### src/include/exc_entry_map.svh
// Purpose: Offsets, field positions, codes and reset values of the exception entry block
// Assumes: 32-bit Avalon-MM slave, byte addresses, one register per aligned word
// Notes:   Included by the design file, the monitor and the bench
`ifndef EXC_ENTRY_MAP_SVH
`define EXC_ENTRY_MAP_SVH

`define OFS_EVENT        6'h00
`define OFS_FAULT_ADDR   6'h04
`define OFS_PAGE_HI      6'h08
`define OFS_SAVED_PC     6'h0C
`define OFS_SAVED_SR     6'h10
`define OFS_SAVED_GR     6'h14
`define OFS_STATUS       6'h18
`define OFS_VECTOR_BASE  6'h1C
`define OFS_WDT_CTRL     6'h20
`define OFS_DEBUG_INSTR  6'h24

`define CODE_POWER_ON    12'h000
`define CODE_MANUAL      12'h020
`define CODE_TLB_MISS_RD 12'h040
`define CODE_TLB_MISS_WR 12'h060
`define CODE_INIT_WRITE  12'h080
`define CODE_MULTI_HIT   12'h140

`define RESET_VECTOR     32'hA0000000
`define VBR_RESET        32'h00000000
`define OFS_VEC_MISS     32'h00000400
`define OFS_VEC_GENERAL  32'h00000100

`define SR_MD_BIT        30
`define SR_RB_BIT        29
`define SR_BL_BIT        28
`define SR_FD_BIT        15
`define SR_IMASK_LSB     4
`define SR_IMASK_ONES    4'hF
`define SR_RESET         32'h700000F0

`define WDT_MODE_BIT     1
`define WDT_WATCHDOG_RESET_SELECT_BIT_BIT     0
`define DBG_RESET_NEG    4'h6
`define DBG_RESET_ASSERT 4'h7
`define PAGE_ENTRY_HIGH_REGISTER_ADDRESS_SPACE_IDENTIFIER_MASK   32'h000000FF
`define PAGE_ENTRY_HIGH_REGISTER_VPN_MASK    32'hFFFFFC00

`endif

### src/include/exc_entry_pkg.sv
// Purpose: Types shared by the exception entry block and its bench
// Assumes: Map header holds all numbers
// Notes:   Request group travels as one packed struct
package exc_entry_pkg;

    typedef enum logic [1:0] {
        RK_NONE,
        RK_POWER_ON,
        RK_MANUAL
    } reset_kind_t;

    typedef enum logic [2:0] {
        EV_NONE,
        EV_POWER_ON,
        EV_MANUAL,
        EV_MULTI_HIT,
        EV_GENERAL
    } event_kind_t;

    typedef struct packed {
        logic        instruction_tlb_multi;
        logic        operand_tlb_multi;
        logic        instruction_tlb_miss;
        logic        operand_tlb_miss;
        logic        init_write;
        logic        write_access;
        logic [31:0] vaddr;
        logic [31:0] pc;
        logic [31:0] r15;
    } exc_req_t;

endpackage

### src/rtl/exc_entry.sv
// Purpose: Reset selection and TLB exception entry for the core
// Assumes: All inputs but the asynchronous RESET_I synchronous to SYS_CLK_I; Avalon-MM slave at byte addresses
// Notes:   One cycle per event; PC_LOAD_O pulses with the new PC on PC_O
//
// The Avalon-MM register port and the register offsets were left to the implementer.
`timescale 1ns/10ps
`include "exc_entry_map.svh"

module exc_entry (
    // Clock and reset
    input  wire logic                    SYS_CLK_I,
    input  wire logic                    RESET_I,
    // Reset sources
    input  wire logic                    RST_PIN_N_I,
    input  wire logic                    RESET_KIND_SELECT_PIN_I,
    input  wire logic                    WDT_OVERFLOW_I,
    // Exception requests from pipeline and translation buffers
    input  wire exc_entry_pkg::exc_req_t EXC_REQ_I,
    // Register bus
    input  wire logic [5:0]              AVS_ADDRESS_I,
    input  wire logic                    AVS_READ_I,
    input  wire logic                    AVS_WRITE_I,
    input  wire logic [31:0]             AVS_WRITEDATA_I,
    output logic [31:0]                  AVS_READDATA_O,
    output logic                         AVS_WAITREQUEST_O,
    // Core side results
    output logic                         PC_LOAD_O,
    output logic [31:0]                  PC_O,
    output logic [31:0]                  STATUS_WORD_O,
    output exc_entry_pkg::reset_kind_t   INIT_KIND_O
);
    import exc_entry_pkg::*;

    logic        rst_pin_reg, rst_pin_next;
    logic        rst_prev_reg, rst_prev_next;
    logic        sel_reg, sel_next;
    logic        wdt_reg, wdt_next;
    logic        ack_reg, ack_next;
    logic [31:0] rdata_reg, rdata_next;
    logic [11:0] event_reg, event_next;
    logic [31:0] fault_addr_reg, fault_addr_next;
    logic [31:0] page_hi_reg, page_hi_next;
    logic [31:0] saved_pc_reg, saved_pc_next;
    logic [31:0] saved_sr_reg, saved_sr_next;
    logic [31:0] saved_gr_reg, saved_gr_next;
    logic [31:0] status_reg, status_next;
    logic [31:0] vbr_reg, vbr_next;
    logic [1:0]  wdt_ctrl_reg, wdt_ctrl_next;
    logic [3:0]  dbg_reg, dbg_next;
    logic        pc_load_reg, pc_load_next;
    logic [31:0] pc_reg, pc_next;
    reset_kind_t init_reg, init_next;

    logic        bus_req;
    logic        wr_go;
    logic        pin_fall;
    logic        wdt_fire;
    logic        dbg_fire;
    logic        gen_req;
    logic        multi_req;
    event_kind_t ev;

    // Status word after entry; a full reset also restores mask and FPU enable
    function automatic logic [31:0] sr_on_entry(input logic [31:0] sr, input logic full);
        logic [31:0] v;
        v = sr;
        v[`SR_MD_BIT] = 1'b1;
        v[`SR_RB_BIT] = 1'b1;
        v[`SR_BL_BIT] = 1'b1;
        if (full) begin
            v[`SR_FD_BIT] = 1'b0;
            v[`SR_IMASK_LSB +: 4] = `SR_IMASK_ONES;
        end
        return v;
    endfunction

    // Register read mux; unmapped words read zero
    function automatic logic [31:0] reg_read(input logic [5:0] a);
        case (a)
            `OFS_EVENT:       reg_read = {20'h00000, event_reg};
            `OFS_FAULT_ADDR:  reg_read = fault_addr_reg;
            `OFS_PAGE_HI:     reg_read = page_hi_reg;
            `OFS_SAVED_PC:    reg_read = saved_pc_reg;
            `OFS_SAVED_SR:    reg_read = saved_sr_reg;
            `OFS_SAVED_GR:    reg_read = saved_gr_reg;
            `OFS_STATUS:      reg_read = status_reg;
            `OFS_VECTOR_BASE: reg_read = vbr_reg;
            `OFS_WDT_CTRL:    reg_read = {30'h00000000, wdt_ctrl_reg};
            `OFS_DEBUG_INSTR: reg_read = {28'h0000000, dbg_reg};
            default:          reg_read = 32'h00000000;
        endcase
    endfunction

    // Bus: one wait cycle, then answer
    assign bus_req           = AVS_READ_I | AVS_WRITE_I;
    assign AVS_WAITREQUEST_O = bus_req & ~ack_reg;
    assign wr_go             = AVS_WRITE_I & ack_reg;
    assign AVS_READDATA_O    = rdata_reg;

    // Event sources
    assign pin_fall  = rst_prev_reg & ~rst_pin_reg;
    assign wdt_fire  = wdt_reg & wdt_ctrl_reg[`WDT_MODE_BIT];
    assign dbg_fire  = wr_go && (AVS_ADDRESS_I == `OFS_DEBUG_INSTR)
                       && (AVS_WRITEDATA_I[3:0] == `DBG_RESET_NEG
                           || AVS_WRITEDATA_I[3:0] == `DBG_RESET_ASSERT);
    assign gen_req   = EXC_REQ_I.instruction_tlb_miss | EXC_REQ_I.operand_tlb_miss | EXC_REQ_I.init_write;
    assign multi_req = EXC_REQ_I.instruction_tlb_multi | EXC_REQ_I.operand_tlb_multi;

    // Resets outrank multiple hits, which outrank general exceptions
    always_comb begin
        ev = EV_NONE;
        if ((pin_fall & sel_reg) | (wdt_fire & ~wdt_ctrl_reg[`WDT_WATCHDOG_RESET_SELECT_BIT_BIT]) | dbg_fire)
            ev = EV_POWER_ON;
        else if ((pin_fall & ~sel_reg) | (wdt_fire & wdt_ctrl_reg[`WDT_WATCHDOG_RESET_SELECT_BIT_BIT]))
            ev = EV_MANUAL;
        else if (multi_req)
            ev = EV_MULTI_HIT;
        else if (gen_req & status_reg[`SR_BL_BIT])
            ev = EV_MANUAL;
        else if (gen_req)
            ev = EV_GENERAL;
    end

    always_comb begin
        rst_pin_next    = RST_PIN_N_I;
        rst_prev_next   = rst_pin_reg;
        sel_next        = RESET_KIND_SELECT_PIN_I;
        wdt_next        = WDT_OVERFLOW_I;
        ack_next        = bus_req & ~ack_reg;
        rdata_next      = ack_next ? reg_read(AVS_ADDRESS_I) : rdata_reg;
        event_next      = event_reg;
        fault_addr_next = fault_addr_reg;
        page_hi_next    = page_hi_reg;
        saved_pc_next   = saved_pc_reg;
        saved_sr_next   = saved_sr_reg;
        saved_gr_next   = saved_gr_reg;
        status_next     = status_reg;
        vbr_next        = vbr_reg;
        wdt_ctrl_next   = wdt_ctrl_reg;
        dbg_next        = dbg_reg;
        pc_load_next    = 1'b0;
        pc_next         = pc_reg;
        init_next       = RK_NONE;

        // Software writes first; a same-cycle event overrides below
        if (wr_go) begin
            case (AVS_ADDRESS_I)
                `OFS_FAULT_ADDR:  fault_addr_next = AVS_WRITEDATA_I;
                `OFS_PAGE_HI:     page_hi_next    = AVS_WRITEDATA_I;
                `OFS_SAVED_PC:    saved_pc_next   = AVS_WRITEDATA_I;
                `OFS_SAVED_SR:    saved_sr_next   = AVS_WRITEDATA_I;
                `OFS_SAVED_GR:    saved_gr_next   = AVS_WRITEDATA_I;
                `OFS_STATUS:      status_next     = AVS_WRITEDATA_I;
                `OFS_VECTOR_BASE: vbr_next        = AVS_WRITEDATA_I;
                `OFS_WDT_CTRL:    wdt_ctrl_next   = AVS_WRITEDATA_I[1:0];
                `OFS_DEBUG_INSTR: dbg_next        = AVS_WRITEDATA_I[3:0];
                default: begin
                end
            endcase
        end

        case (ev)
            EV_POWER_ON, EV_MANUAL, EV_MULTI_HIT: begin
                vbr_next     = `VBR_RESET;
                status_next  = sr_on_entry(status_reg, 1'b1);
                pc_next      = `RESET_VECTOR;
                pc_load_next = 1'b1;
                if (ev == EV_POWER_ON) begin
                    event_next = `CODE_POWER_ON;
                    init_next  = RK_POWER_ON;
                end else if (ev == EV_MANUAL) begin
                    event_next = `CODE_MANUAL;
                    init_next  = RK_MANUAL;
                end else begin
                    event_next      = `CODE_MULTI_HIT;
                    init_next       = RK_MANUAL;
                    fault_addr_next = EXC_REQ_I.vaddr;
                    page_hi_next    = (EXC_REQ_I.vaddr & `PAGE_ENTRY_HIGH_REGISTER_VPN_MASK)
                                      | (page_hi_reg & `PAGE_ENTRY_HIGH_REGISTER_ADDRESS_SPACE_IDENTIFIER_MASK);
                end
            end
            EV_GENERAL: begin
                fault_addr_next = EXC_REQ_I.vaddr;
                page_hi_next    = (EXC_REQ_I.vaddr & `PAGE_ENTRY_HIGH_REGISTER_VPN_MASK)
                                  | (page_hi_reg & `PAGE_ENTRY_HIGH_REGISTER_ADDRESS_SPACE_IDENTIFIER_MASK);
                saved_pc_next   = EXC_REQ_I.pc;
                saved_sr_next   = status_reg;
                saved_gr_next   = EXC_REQ_I.r15;
                status_next     = sr_on_entry(status_reg, 1'b0);
                pc_load_next    = 1'b1;
                // Instruction side ahead of data side
                if (EXC_REQ_I.instruction_tlb_miss) begin
                    event_next = `CODE_TLB_MISS_RD;
                    pc_next    = vbr_reg + `OFS_VEC_MISS;
                end else if (EXC_REQ_I.operand_tlb_miss) begin
                    event_next = EXC_REQ_I.write_access ? `CODE_TLB_MISS_WR
                                                        : `CODE_TLB_MISS_RD;
                    pc_next    = vbr_reg + `OFS_VEC_MISS;
                end else begin
                    event_next = `CODE_INIT_WRITE;
                    pc_next    = vbr_reg + `OFS_VEC_GENERAL;
                end
            end
            default: begin
            end
        endcase
    end

    // Hardware reset leaves the block as after a power-on reset
    always_ff @(posedge SYS_CLK_I or posedge RESET_I) begin
        if (RESET_I) begin
            rst_pin_reg    <= 1'b1;
            rst_prev_reg   <= 1'b1;
            sel_reg        <= 1'b1;
            wdt_reg        <= 1'b0;
            ack_reg        <= 1'b0;
            rdata_reg      <= 32'h00000000;
            event_reg      <= `CODE_POWER_ON;
            fault_addr_reg <= 32'h00000000;
            page_hi_reg    <= 32'h00000000;
            saved_pc_reg   <= 32'h00000000;
            saved_sr_reg   <= 32'h00000000;
            saved_gr_reg   <= 32'h00000000;
            status_reg     <= `SR_RESET;
            vbr_reg        <= `VBR_RESET;
            wdt_ctrl_reg   <= 2'h0;
            dbg_reg        <= 4'h0;
            pc_load_reg    <= 1'b0;
            pc_reg         <= `RESET_VECTOR;
            init_reg       <= RK_NONE;
        end else begin
            rst_pin_reg    <= rst_pin_next;
            rst_prev_reg   <= rst_prev_next;
            sel_reg        <= sel_next;
            wdt_reg        <= wdt_next;
            ack_reg        <= ack_next;
            rdata_reg      <= rdata_next;
            event_reg      <= event_next;
            fault_addr_reg <= fault_addr_next;
            page_hi_reg    <= page_hi_next;
            saved_pc_reg   <= saved_pc_next;
            saved_sr_reg   <= saved_sr_next;
            saved_gr_reg   <= saved_gr_next;
            status_reg     <= status_next;
            vbr_reg        <= vbr_next;
            wdt_ctrl_reg   <= wdt_ctrl_next;
            dbg_reg        <= dbg_next;
            pc_load_reg    <= pc_load_next;
            pc_reg         <= pc_next;
            init_reg       <= init_next;
        end
    end

    assign PC_LOAD_O     = pc_load_reg;
    assign PC_O          = pc_reg;
    assign STATUS_WORD_O = status_reg;
    assign INIT_KIND_O   = init_reg;

endmodule // exc_entry

### config.mk
export PLATFORM = sky130hd
export DESIGN_NAME = exc_entry
export DESIGN_NICKNAME = d
export VERILOG_FILES = /design/src/include/exc_entry_pkg.sv /design/src/rtl/exc_entry.sv
export VERILOG_INCLUDE_DIRS = /design/src /design/src/include
export SDC_FILE = /design/constraint.sdc
export NUM_CORES = 1
export LEC_CHECK = 0
export BUFFER_PORTS_ARGS = -buffer_cell sky130_fd_sc_hd__buf_2
export CORE_MARGIN = 10
export CORE_UTILIZATION = 50
export DETAILED_ROUTE_END_ITERATION = 8
export PLACE_DENSITY_LB_ADDON = 0.25
export SLEW_MARGIN = 40
export SYNTH_ARGS = -nofsm -noshare
export SYNTH_HDL_FRONTEND = slang
export SYNTH_SLANG_ARGS = --single-unit
### constraint.sdc
create_clock -name SYS_CLK_I -period 9 [get_ports SYS_CLK_I]
set_input_delay 0.45 -clock SYS_CLK_I [delete_from_list [all_inputs] [get_ports SYS_CLK_I]]
set_output_delay 0.45 -clock SYS_CLK_I [all_outputs]
set_load 0.01 [all_outputs]
## Yosys cells after proc, flatten, opt, wreduce, memory -nomap -nowiden

Cells that the tools add are included.

| word-level totals | value |
|---|---|
| input bits | 147 |
| register bits | 314 |

| operators by class | value |
|---|---|
| reduce and logical (&&, ||, !) cells | 25 |
| equal/unequal tests | 15 |
| mux-type cells | 43 |
| $add $sub $neg | 2 |
| bitwise operators | 23 |

Operator list:

| operator | count |
|---|---|
| $mux 32 | 24 |
| $pmux 32 s10 | 1 |
| $pmux 32 s2 | 4 |
| $add 32x11->32 const B | 1 |
| $add 32x9->32 const B | 1 |
| $or 32x8->32 | 1 |
| $eq 6x5->1 const B | 4 |
| $pmux 12 s2 | 1 |
| $mux 9 | 2 |
| $mux 8 | 2 |
| $reduce_bool 2->1 | 8 |
| $mux 3 | 5 |
| $reduce_and 2->1 | 7 |
| $eq 6x4->1 const B | 2 |
| $eq 6x6->1 const B | 2 |
| $and 1x1->1 | 9 |
| $eq 4x3->1 const B | 2 |
| $or 1x1->1 | 7 |
| $eq 3x2->1 const B | 2 |
| $eq 6x3->1 const B | 1 |
| $logic_not 6->1 | 1 |
| $mux 6 | 1 |
| $not 1->1 | 6 |
| $reduce_bool 3->1 | 2 |
| 10 further kinds | 12 |

## Longest topological paths before layout

Gate-level depths: netlist of run 1.

| logic depth | value |
|---|---|
| word-level depth | 11 |
| mapped depth | 9 |
| gate-level depth less buffers | 6 |

## Worst setup path after synthesis of run 1

Ideal clock, no wire load.

| timing | value |
|---|---|
| path kind | input -> register |
| start | input port AVS_ADDRESS_I[1] |
| end | register page_hi_reg[1] |
| arrival | 2.350 ns |
| setup time | 0.128 ns |
| path slack | 6.523 ns |
| cell stages on the path | 8 |
| required time | 8.872 ns |
| cell sequence | or4b_1 buf_2 nor4_4 nand4b_1 buf_2 and2_1 buf_4 mux2_1 |

| between the ends | value |
|---|---|
| cells in the longest elaborated chain, start to end | 9 |

RTL lines:

| element | RTL line | source |
|---|---|---|
| from (decl) | exc_entry.sv:20 | `input wire logic [5:0] AVS_ADDRESS_I,` |
| $eq 6x6->1 | n/a |  |
| $logic_and 1x1->1 (2 in a row) | exc_entry.sv:103 | `` assign dbg_fire = wr_go && (AVS_ADDRESS_I == `OFS_DEBUG_INSTR) `` |
| $or 1x1->1 | exc_entry.sv:112 | `` if ((pin_fall & sel_reg) \| (wdt_fire & ~wdt_ctrl_reg[`WDT_WATCHDOG_RESET_SELECT_BIT_BIT]) \| dbg_fire) `` |
| $mux 3 | exc_entry.sv:112 |  |
| $eq 3x2->1 | exc_entry.sv:162, exc_entry.sv:171 |  |
| $mux 32 | exc_entry.sv:171 | `end else if (ev == EV_MANUAL) begin` |
| $mux 32 | exc_entry.sv:168 | `if (ev == EV_POWER_ON) begin` |
| $pmux 32 s2 * | exc_entry.sv:162 | `case (ev)` |
| to (signal assigned) | exc_entry.sv:240 | `page_hi_reg <= page_hi_next;` |
| to (decl) | exc_entry.sv:42 | `logic [31:0] page_hi_reg, page_hi_next;` |

Mark *: on every way between the ends. The rest lies on a longest branch, timed or not.
A chain may end at the register's enable or synchronous reset.

## Worst setup path in the final report of run 1

| timing | value |
|---|---|
| start | input port AVS_ADDRESS_I[2] |
| end | register page_hi_reg[1] |

Same word-level chain as after synthesis.

==> results.py, run 1 <==
metrics = {
    "synth": {
        "netlist_instances": 1435,
        "synth_largest_area_cell": "dfrtp_1",
        "ys_seq_area_frac": 0.522,
        "syn_area_um2": 14700,
        "ys_top_cells_by_area": "dfrtp_1 (50%), nand2_1 (8.7%), mux2i_1 (7.0%), mux4_2 (4.9%), o21ai_0 (4.5%)",
        "yosys.cell_count.top_type": "nand2_1",
        "synth-async-reset-ratio": 1.00,
        "ys_ff_latch": 306,
        "syn_nets": 1584,
        "synth_common_cells": "nand2_1 (341), dfrtp_1 (294), o21ai_0 (132), mux2i_1 (103), clkbuf_1 (68)",
        "synth_top_flop_cell": "dfrtp_1",
        "synth_top_area_share": 0.500,
        "yosysWarnings": 0,
        "synth_area_per_cell_um2": 10.3,
        "synth.distinct_cells": 59,
        "synth_edf_count": 0,
    },
    "global_route": {
        "grt_max_degree": 142,
        "antenna_found_initial": 5,
        "grt_pass1_wl_mm": 73.6,
        "grt_pass1_vias": 12400,
        "grt_use_total": 0.257,
        "grt_overflow": 0,
    },
    "critical_path": {
        "crit_path_start_kind": "primary input",
        "cp.required_ps": 9380,
        "cp-end-kind": "flip-flop",
        "ff2ff_setup_slack_ps": 6070,
        "path_max_fanout": 90,
        "arrival_ps": 4120,
        "crit_type": "primary input to flip-flop",
    },
    "place": {
        "hpwlAfterDp_mm": 32.6,
        "port_buffers": 246,
        "place_congestion": 0.856,
    },
    "routing": {
        "dr.pass1.iters": 6,
        "wl_mm": 48.1,
        "first_iter_violations": 1289,
        "detail-route-antenna-nets": 0,
        "drc": 0,
        "viasPerCell": 6.07,
        "vias": 12400,
        "drt-wirelength-per-cell_um": 23.5,
    },
    "layout": {
        "area_growth_pct": 18.7,
        "drive_gt1_frac": 0.248,
        "fin_util": 0.605,
        "n_fill_cell": 2465,
        "nNetsFinal": 1785,
    },
    "floorplanning": {
        "core_area_um2": 28900,
        "row_count": 62,
        "die_h_um": 192,
        "ios": 247,
        "fp.dieW_um": 192,
        "dieArea_um2": 36700,
        "start_util": 0.510,
    },
    "clock_tree": {
        "htreeDepth": 2,
        "cts_sinks": 306,
        "clockBufferDepth": 3,
        "insertion_delay_ps": 510,
        "ctsResizeCount": 0,
        "cts_buffers": 35,
        "path_clk_slew_ps": 60,
        "root_buffer": "clkbuf_16",
        "cts_setup_buffers": 0,
        "cts_tree": "done",
        "cts-hold-fix-buffers": 0,
    },
    "timing": {
        "slew_headroom": 0.402,
        "finalSetupTns_ps": 0,
        "tightest_slew_ps": 890,
        "rsz0062_at_grt": "false",
        "setup_violations": 0,
        "report.final.slew_viol_count": 0,
        "hold_violations": 0,
        "fin_crit_sh": 0.415,
        "fin_crit_ps": 3740,
        "skew_ps": 12.9,
        "max_freq_ghz": 0.267,
    },
    "hold_path": {
        "hp-class": "primary input to flip-flop",
    },
    "power_and_ir_drop": {
        "total_power_mw": 3.14,
        "p_per_area_nw_per_um2": 180,
        "vdd_ir_drop_max_uv": 114,
        "leakage_nw": 7.63,
    },
    "status": {
        "status": "complete, no violations",
    },
    "run": {
        "drv_cap": 0,
    },
}
## path summary, 6_finish.rpt
path / from / endpoint / cells after the start
worst max-delay path: AVS_ADDRESS_I[2] / page_hi_reg[1] / 8
max in group asynchronous: RESET_I / PC_O[31] / 4
worst max register to register: ack_reg / page_hi_reg[1] / 6
worst min register to register: rst_pin_reg / rst_prev_reg / 0
min in group asynchronous: RESET_I / AVS_READDATA_O[1] / 2
worst min-delay path: RESET_KIND_SELECT_PIN_I / sel_reg / 1
## cells in the final DEF, fill, tap and decap left out, types with 9 or more instances in the layout
cell type    n
buf_2      246
a221oi_1    26
nor3_1      12
clkbuf_1    13
a31oi_1     58
mux2_2      22
a21oi_1     40
a22o_1      36
clkbuf_16   37
nand3_1     15
nor2_1      45
o21ai_0    132
dfstp_2     12
buf_4       21
o22ai_1     17
nand2_1    341
xnor2_1     16
mux2_1      16
mux2i_1    103
mux4_2      32
dfrtp_1    294
nand4_1      9
## layer usage
metal | wire, um | global-route usage
met1 | 19800 | 0.350
met2 | 21900 | 0.387
met3 | 5100 | 0.0747
met4 | 1290 | 0.0811
met5 | 13 | 0
## cell type report
cell class	count	area, um^2	area share
clock buffers	57	1070	0.0613
well taps	384	480	0.0275
inverters	9	46.3	0.00265
clock inverters	6	40.0	0.00229
flip-flops and latches	306	7670	0.439
diodes	3	7.51	0.000430
repair buffers	274	1530	0.0873
multi-input cells	1010	6620	0.379
## report_power, final
part	internal, mW	leakage, nW	switching [mW]
Sequential	1.45	4.03	0.0465
Clock	0.816	0.547	0.567
Combinational	0.101	3.05	0.157
## logic make-up after synthesis
| group | Yosys count | share of synthesized area |
|---|---|---|
| buffers and inverters | 119 | 0.0341 |
| AO/OA/AOI/OAI | 338 | 0.144 |
| multiplexers | 173 | 0.148 |
| adder cells (fa/ha/maj) | 2 | 0.00170 |
| AND/OR/NAND/NOR | 474 | 0.137 |
| XOR/XNOR | 23 | 0.0137 |
| flip-flops | 306 | 0.522 |
## through the flow
step	setup slack (ps)	instances	hold WS, ps	area, um^2
global route	5030	2049	31.9	17500
finish	5260	2049	45.6	17500
floorplan	111	1435	358	14700
global placement	4710	1979	366	16200
CTS	5270	2044	30.3	17400
detailed placement	4740	1981	373	16300
## worst max-delay path: stages
cell and delay, ps:
buf_2 90, buf_4 600, or4b_1 810, nor4_4 560, nand4b_1 200, buf_6 540, and2_1 460, mux2_1 380
Note: power is estimated with default switching activity, not from simulation.
==> run 2, diff against run 1 <==
clock period = 3.6 ns   (was 9 ns; I/O delays follow)
==> results.py, run 2 (synthesis gave the netlist of run 1 again) <==
metrics = {
    "clock_tree": {
        "cts_buffers": 34,
        "insertion_delay_ps": 520,
        "root_buffer": "clkbuf_16",
        "clockBufferDepth": 3,
        "cts_sinks": 306,
        "cts-hold-fix-buffers": 129,
        "htreeDepth": 2,
        "cts_setup_buffers": 0,
        "path_clk_slew_ps": 60,
        "cts_tree": "done",
        "ctsResizeCount": 0,
    },
    "critical_path": {
        "crit_path_start_kind": "flip-flop",
        "r2r-start": "ack_reg",
        "cp.required_ps": 4050,
        "ff2ff_path_depth": 7,
        "crit_type": "flip-flop to flip-flop",
        "cp-startpoint": "ack_reg",
        "path_max_fanout": 89,
        "cp-end-kind": "flip-flop",
        "arrival_ps": 3240,
    },
    "routing": {
        "wl_met1_mm": 21.1,
        "wl_met3_mm": 5.15,
        "wl_met2_mm": 23.2,
        "drc": 0,
        "vias": 13100,
        "detail-route-antenna-nets": 0,
        "wl_mm": 50.7,
        "first_iter_violations": 1243,
        "drt-wirelength-per-cell_um": 23.2,
        "viasPerCell": 5.97,
        "dr.pass1.iters": 5,
        "top_layer_used": "met4",
    },
    "place": {
        "place_congestion": 0.865,
        "port_buffers": 246,
        "dp.cells": 1996,
        "placed_area_um2": 16400,
        "hpwlAfterDp_mm": 33.4,
    },
    "timing": {
        "finalSetupTns_ps": 0,
        "report.final.slew_viol_count": 0,
        "rsz0062_at_grt": "false",
        "max_freq_ghz": 0.358,
        "tightest_slew_ps": 856,
        "skew_ps": 20.6,
        "fin_crit_ps": 2790,
        "holdWs_ps": -11.6,
        "slew_headroom": 0.429,
        "setup_violations": 0,
        "hold_violations": 3,
        "fin_crit_sh": 0.776,
    },
    "floorplanning": {
        "ios": 247,
        "core_area_um2": 28900,
        "start_util": 0.510,
        "fp.dieW_um": 192,
        "dieArea_um2": 36700,
        "die_h_um": 192,
        "row_count": 62,
    },
    "power_and_ir_drop": {
        "vdd_ir_drop_max_uv": 256,
        "combPwrFrac": 0.097,
        "clock_power_share": 0.438,
        "p_int_mw": 6.09,
        "power_frac_seq": 0.465,
        "leakage_nw": 8.23,
        "p_per_area_nw_per_um2": 426,
        "swShare": 0.242,
        "switching_power_mw": 1.94,
    },
    "global_route": {
        "grt_pass1_vias": 13400,
        "grt_use_total": 0.274,
        "antenna_found_initial": 4,
        "grt_pass1_wl_mm": 78.7,
        "grt_overflow": 0,
        "grt_max_degree": 175,
    },
    "status": {
        "status": "finished with violations",
        "violations": "negative hold slack",
    },
    "layout": {
        "fin_util": 0.654,
        "nNetsFinal": 1926,
        "area_growth_pct": 28.2,
        "final_common_cell": "nand2_1",
        "drive_gt1_frac": 0.236,
        "most-common-layout-cells": "nand2_1 (341), dfrtp_1 (294), buf_2 (246), o21ai_0 (132), dlygate4sd3_1 (129)",
        "final_cell_area_um2": 18900,
        "layout.cells.non_filler": 2188,
    },
    "hold_path": {
        "hold_path_depth": 3,
        "hp-class": "primary input to flip-flop",
        "hp-start": "EXC_REQ_I[91]",
    },
    "run": {
        "drv_cap": 0,
    },
}
==> run 2: metal layers <==
metal | vias to the layer above | GRT usage
li1 | 5807 | -
met1 | 6505 | 0.373
met2 | 656 | 0.425
met3 | 96 | 0.0676
met4 | 0 | 0.0817
met5 | - | 0
==> run 2: critical path, stage by stage (launching register included) <==
cell	delay [ps]
dfrtp_1	350
nand2_1	270
nor4_4	580
nand4b_1	240
buf_12	360
nor2_1	130
a31oi_1	170
dlygate4sd3_1	570
==> run 2: area by class of cell <==
class	count	area [um^2]
timing repair buffer	416	2940
inverter	9	37.5
antenna	4	10.0
clock inverter	10	103
multi-input combinational	1010	6600
fill	2276	10000
sequential	306	7670
clock buffer	49	1020
tap	384	480
==> run 2: path summary, 6_finish.rpt <==
check	endpoint	slack [ps]
worst max register to register	page_hi_reg[18]	810
min in group asynchronous	saved_pc_reg[3]	210
max in group asynchronous	STATUS_WORD_O[28]	2480
worst min register to register	rst_prev_reg	380
worst min-delay path	page_hi_reg[27]	-10
worst max-delay path	page_hi_reg[18]	810
==> run 2: power by group through the flow <==
stage          sequential [mW]  combinational, mW  clock (mW)
4_1_cts                   3.73              0.770        3.55
3_3_place_gp              3.78              0.632           0
6_report                  3.73              0.778        3.52
2_1_floorplan             3.75              0.388           0
3_5_place_dp              3.79              0.653           0
5_1_grt                   3.75              0.851        3.69
==> run 2: stage by stage <==
stage / setup WS (ps) / total power, mW
floorplan: -641 / 4.14
global route: 671 / 8.29
global placement: 825 / 4.41
detailed placement: 778 / 4.44
finish: 807 / 8.03
CTS: 889 / 8.05
==> run 3, diff against run 2 <==
clock period = 2.7 ns   (was 3.6 ns; I/O delays follow)
==> results.py, run 3 (synthesis gave the netlist of run 1 again) <==
metrics = {
    "power_and_ir_drop": {
        "p_int_mw": 8.22,
        "clock_power_share": 0.439,
        "leakage_nw": 8.48,
        "p_per_area_nw_per_um2": 562,
        "combPwrFrac": 0.102,
        "vdd_ir_drop_max_uv": 363,
        "switching_power_mw": 2.64,
        "swShare": 0.243,
        "power_frac_seq": 0.459,
    },
    "critical_path": {
        "arrival_ps": 3030,
        "r2r-start": "ack_reg",
        "crit_path_start_kind": "flip-flop",
        "cp-startpoint": "ack_reg",
        "cp-end-kind": "flip-flop",
        "crit_type": "flip-flop to flip-flop",
        "path_max_fanout": 64,
        "cp.required_ps": 3160,
    },
    "floorplanning": {
        "dieArea_um2": 36700,
        "ios": 247,
        "core_area_um2": 28900,
        "start_util": 0.510,
        "die_h_um": 192,
        "row_count": 62,
        "fp.dieW_um": 192,
    },
    "routing": {
        "detail-route-antenna-nets": 0,
        "wl_mm": 52.7,
        "drt-wirelength-per-cell_um": 23.5,
        "viasPerCell": 6.06,
        "first_iter_violations": 1446,
        "dr.pass1.iters": 6,
        "drc": 0,
        "vias": 13600,
    },
    "global_route": {
        "antenna_found_initial": 4,
        "grt_use_met2": 0.438,
        "use_met1": 0.379,
        "grt_use_total": 0.284,
        "gr-max-usage-layer": "met2",
        "grt_max_degree": 83,
        "use_met3": 0.0756,
        "grt_pass1_vias": 14100,
        "grt_pass1_wl_mm": 81.9,
        "grt_overflow": 0,
    },
    "layout": {
        "area_growth_pct": 31.4,
        "most-common-layout-cells": "nand2_1 (341), dfrtp_1 (294), buf_2 (246), dlygate4sd3_1 (148), o21ai_0 (132)",
        "nNetsFinal": 1979,
        "n_fill_cell": 2197,
        "drive_gt1_frac": 0.248,
        "final_common_cell": "nand2_1",
        "final_cell_area_um2": 19300,
    },
    "place": {
        "port_buffers": 246,
        "hpwlAfterDp_mm": 34.9,
        "pre_cts_slack_ps": -8.89,
        "placed_area_um2": 16700,
        "place_congestion": 0.881,
    },
    "clock_tree": {
        "cts_tree": "done",
        "cts_buffers": 34,
        "htreeDepth": 2,
        "insertion_delay_ps": 520,
        "clockBufferDepth": 3,
        "cts_sinks": 306,
        "root_buffer": "clkbuf_16",
        "path_clk_slew_ps": 60,
    },
    "timing": {
        "hold_violations": 0,
        "fin_ws_ps": 130,
        "rsz0062_at_grt": "false",
        "setup_violations": 0,
        "slew_headroom": 0.458,
        "tightest_slew_ps": 813,
        "max_freq_ghz": 0.389,
        "skew_ps": 21.8,
        "fin_crit_sh": 0.952,
        "fin_crit_ps": 2570,
        "report.final.slew_viol_count": 0,
    },
    "run": {
        "drv_cap": 0,
    },
    "hold_path": {
        "hp-start": "EXC_REQ_I[98]",
        "hp-class": "primary input to flip-flop",
    },
    "status": {
        "status": "complete, no violations",
    },
}
## run 3: cell types whose count changed in the layout (fill, tap and decap cells not counted), moves of 2 or more
cell	delta
clkbuf_16	-3
clkbuf_8	+4
inv_6	+2
buf_4	+34
dlygate4sd3_1	+19
clkinv_2	-4
## run 3: final cells by class
cell class              count  area, um^2  share of cell area
inverters                   9        37.5             0.00194
clock buffers              50        1000              0.0518
flip-flops and latches    306        7670               0.397
multi-input cells        1010        6610               0.342
repair buffers            469        3380               0.175
clock inverters             9         139             0.00719
diodes                      4        10.0            0.000518
well taps                 384         480              0.0249
## run 3: path summary, 6_finish.rpt
check | slack, ps | cells after the start | end
worst max-delay path | 130 | 8 | fault_addr_reg[24]
worst min-delay path | 40 | 3 | event_reg[5]
worst max register to register | 130 | 8 | fault_addr_reg[24]
worst min register to register | 370 | 0 | rst_prev_reg
max in group asynchronous | 1530 | 4 | AVS_READDATA_O[19]
min in group asynchronous | 260 | 3 | saved_gr_reg[4]
## run 3: what timing repair did
action                     4_1_cts  5_1_grt
gates resized for setup          0        1
setup endpoints to repair        0        1
hold buffers                   148        0
hold endpoints to repair       201        0
setup buffers                    0        0
## run 3: critical path, stage by stage, from the launching register on
cell and delay [ps]:
dfrtp_1 370, nand2_1 110, nor4_4 370, buf_4 200, nand4b_1 200, buf_12 320
nor2_1 130, a31oi_1 200, dlygate4sd3_1 570
## run 3: power by group through the flow
stage               clock network, mW  registers, mW  logic [mW]
CTS                              4.79           4.97        1.09
floorplan                           0           5.01       0.518
finish                           4.77           4.98        1.11
detailed placement                  0           5.05       0.903
global route                     4.99           5.00        1.21
global placement                    0           5.04       0.875
## run 3: metal layers
layer | share of wire | up-vias
met5 | 0 | -
met4 | 0.035 | 0
met3 | 0.10 | 152
met2 | 0.46 | 806
met1 | 0.40 | 6703
li1 | - | 5923
## run 3: per-stage QoR
stage | cells | hold slack, ps | setup TNS, ps | power [mW] | util
after floorplan | 1435 | 139 | -444730 | 5.52 | -
after detailed placement | 2030 | 244 | -22.6 | 5.95 | 0.578
final | 2241 | 40.4 | 0 | 10.9 | 0.670
after global routing | 2240 | 48.4 | 0 | 11.2 | 0.669
after global placement | 2030 | 248 | -320 | 5.91 | 0.578
after CTS | 2237 | 14.1 | 0 | 10.8 | 0.669
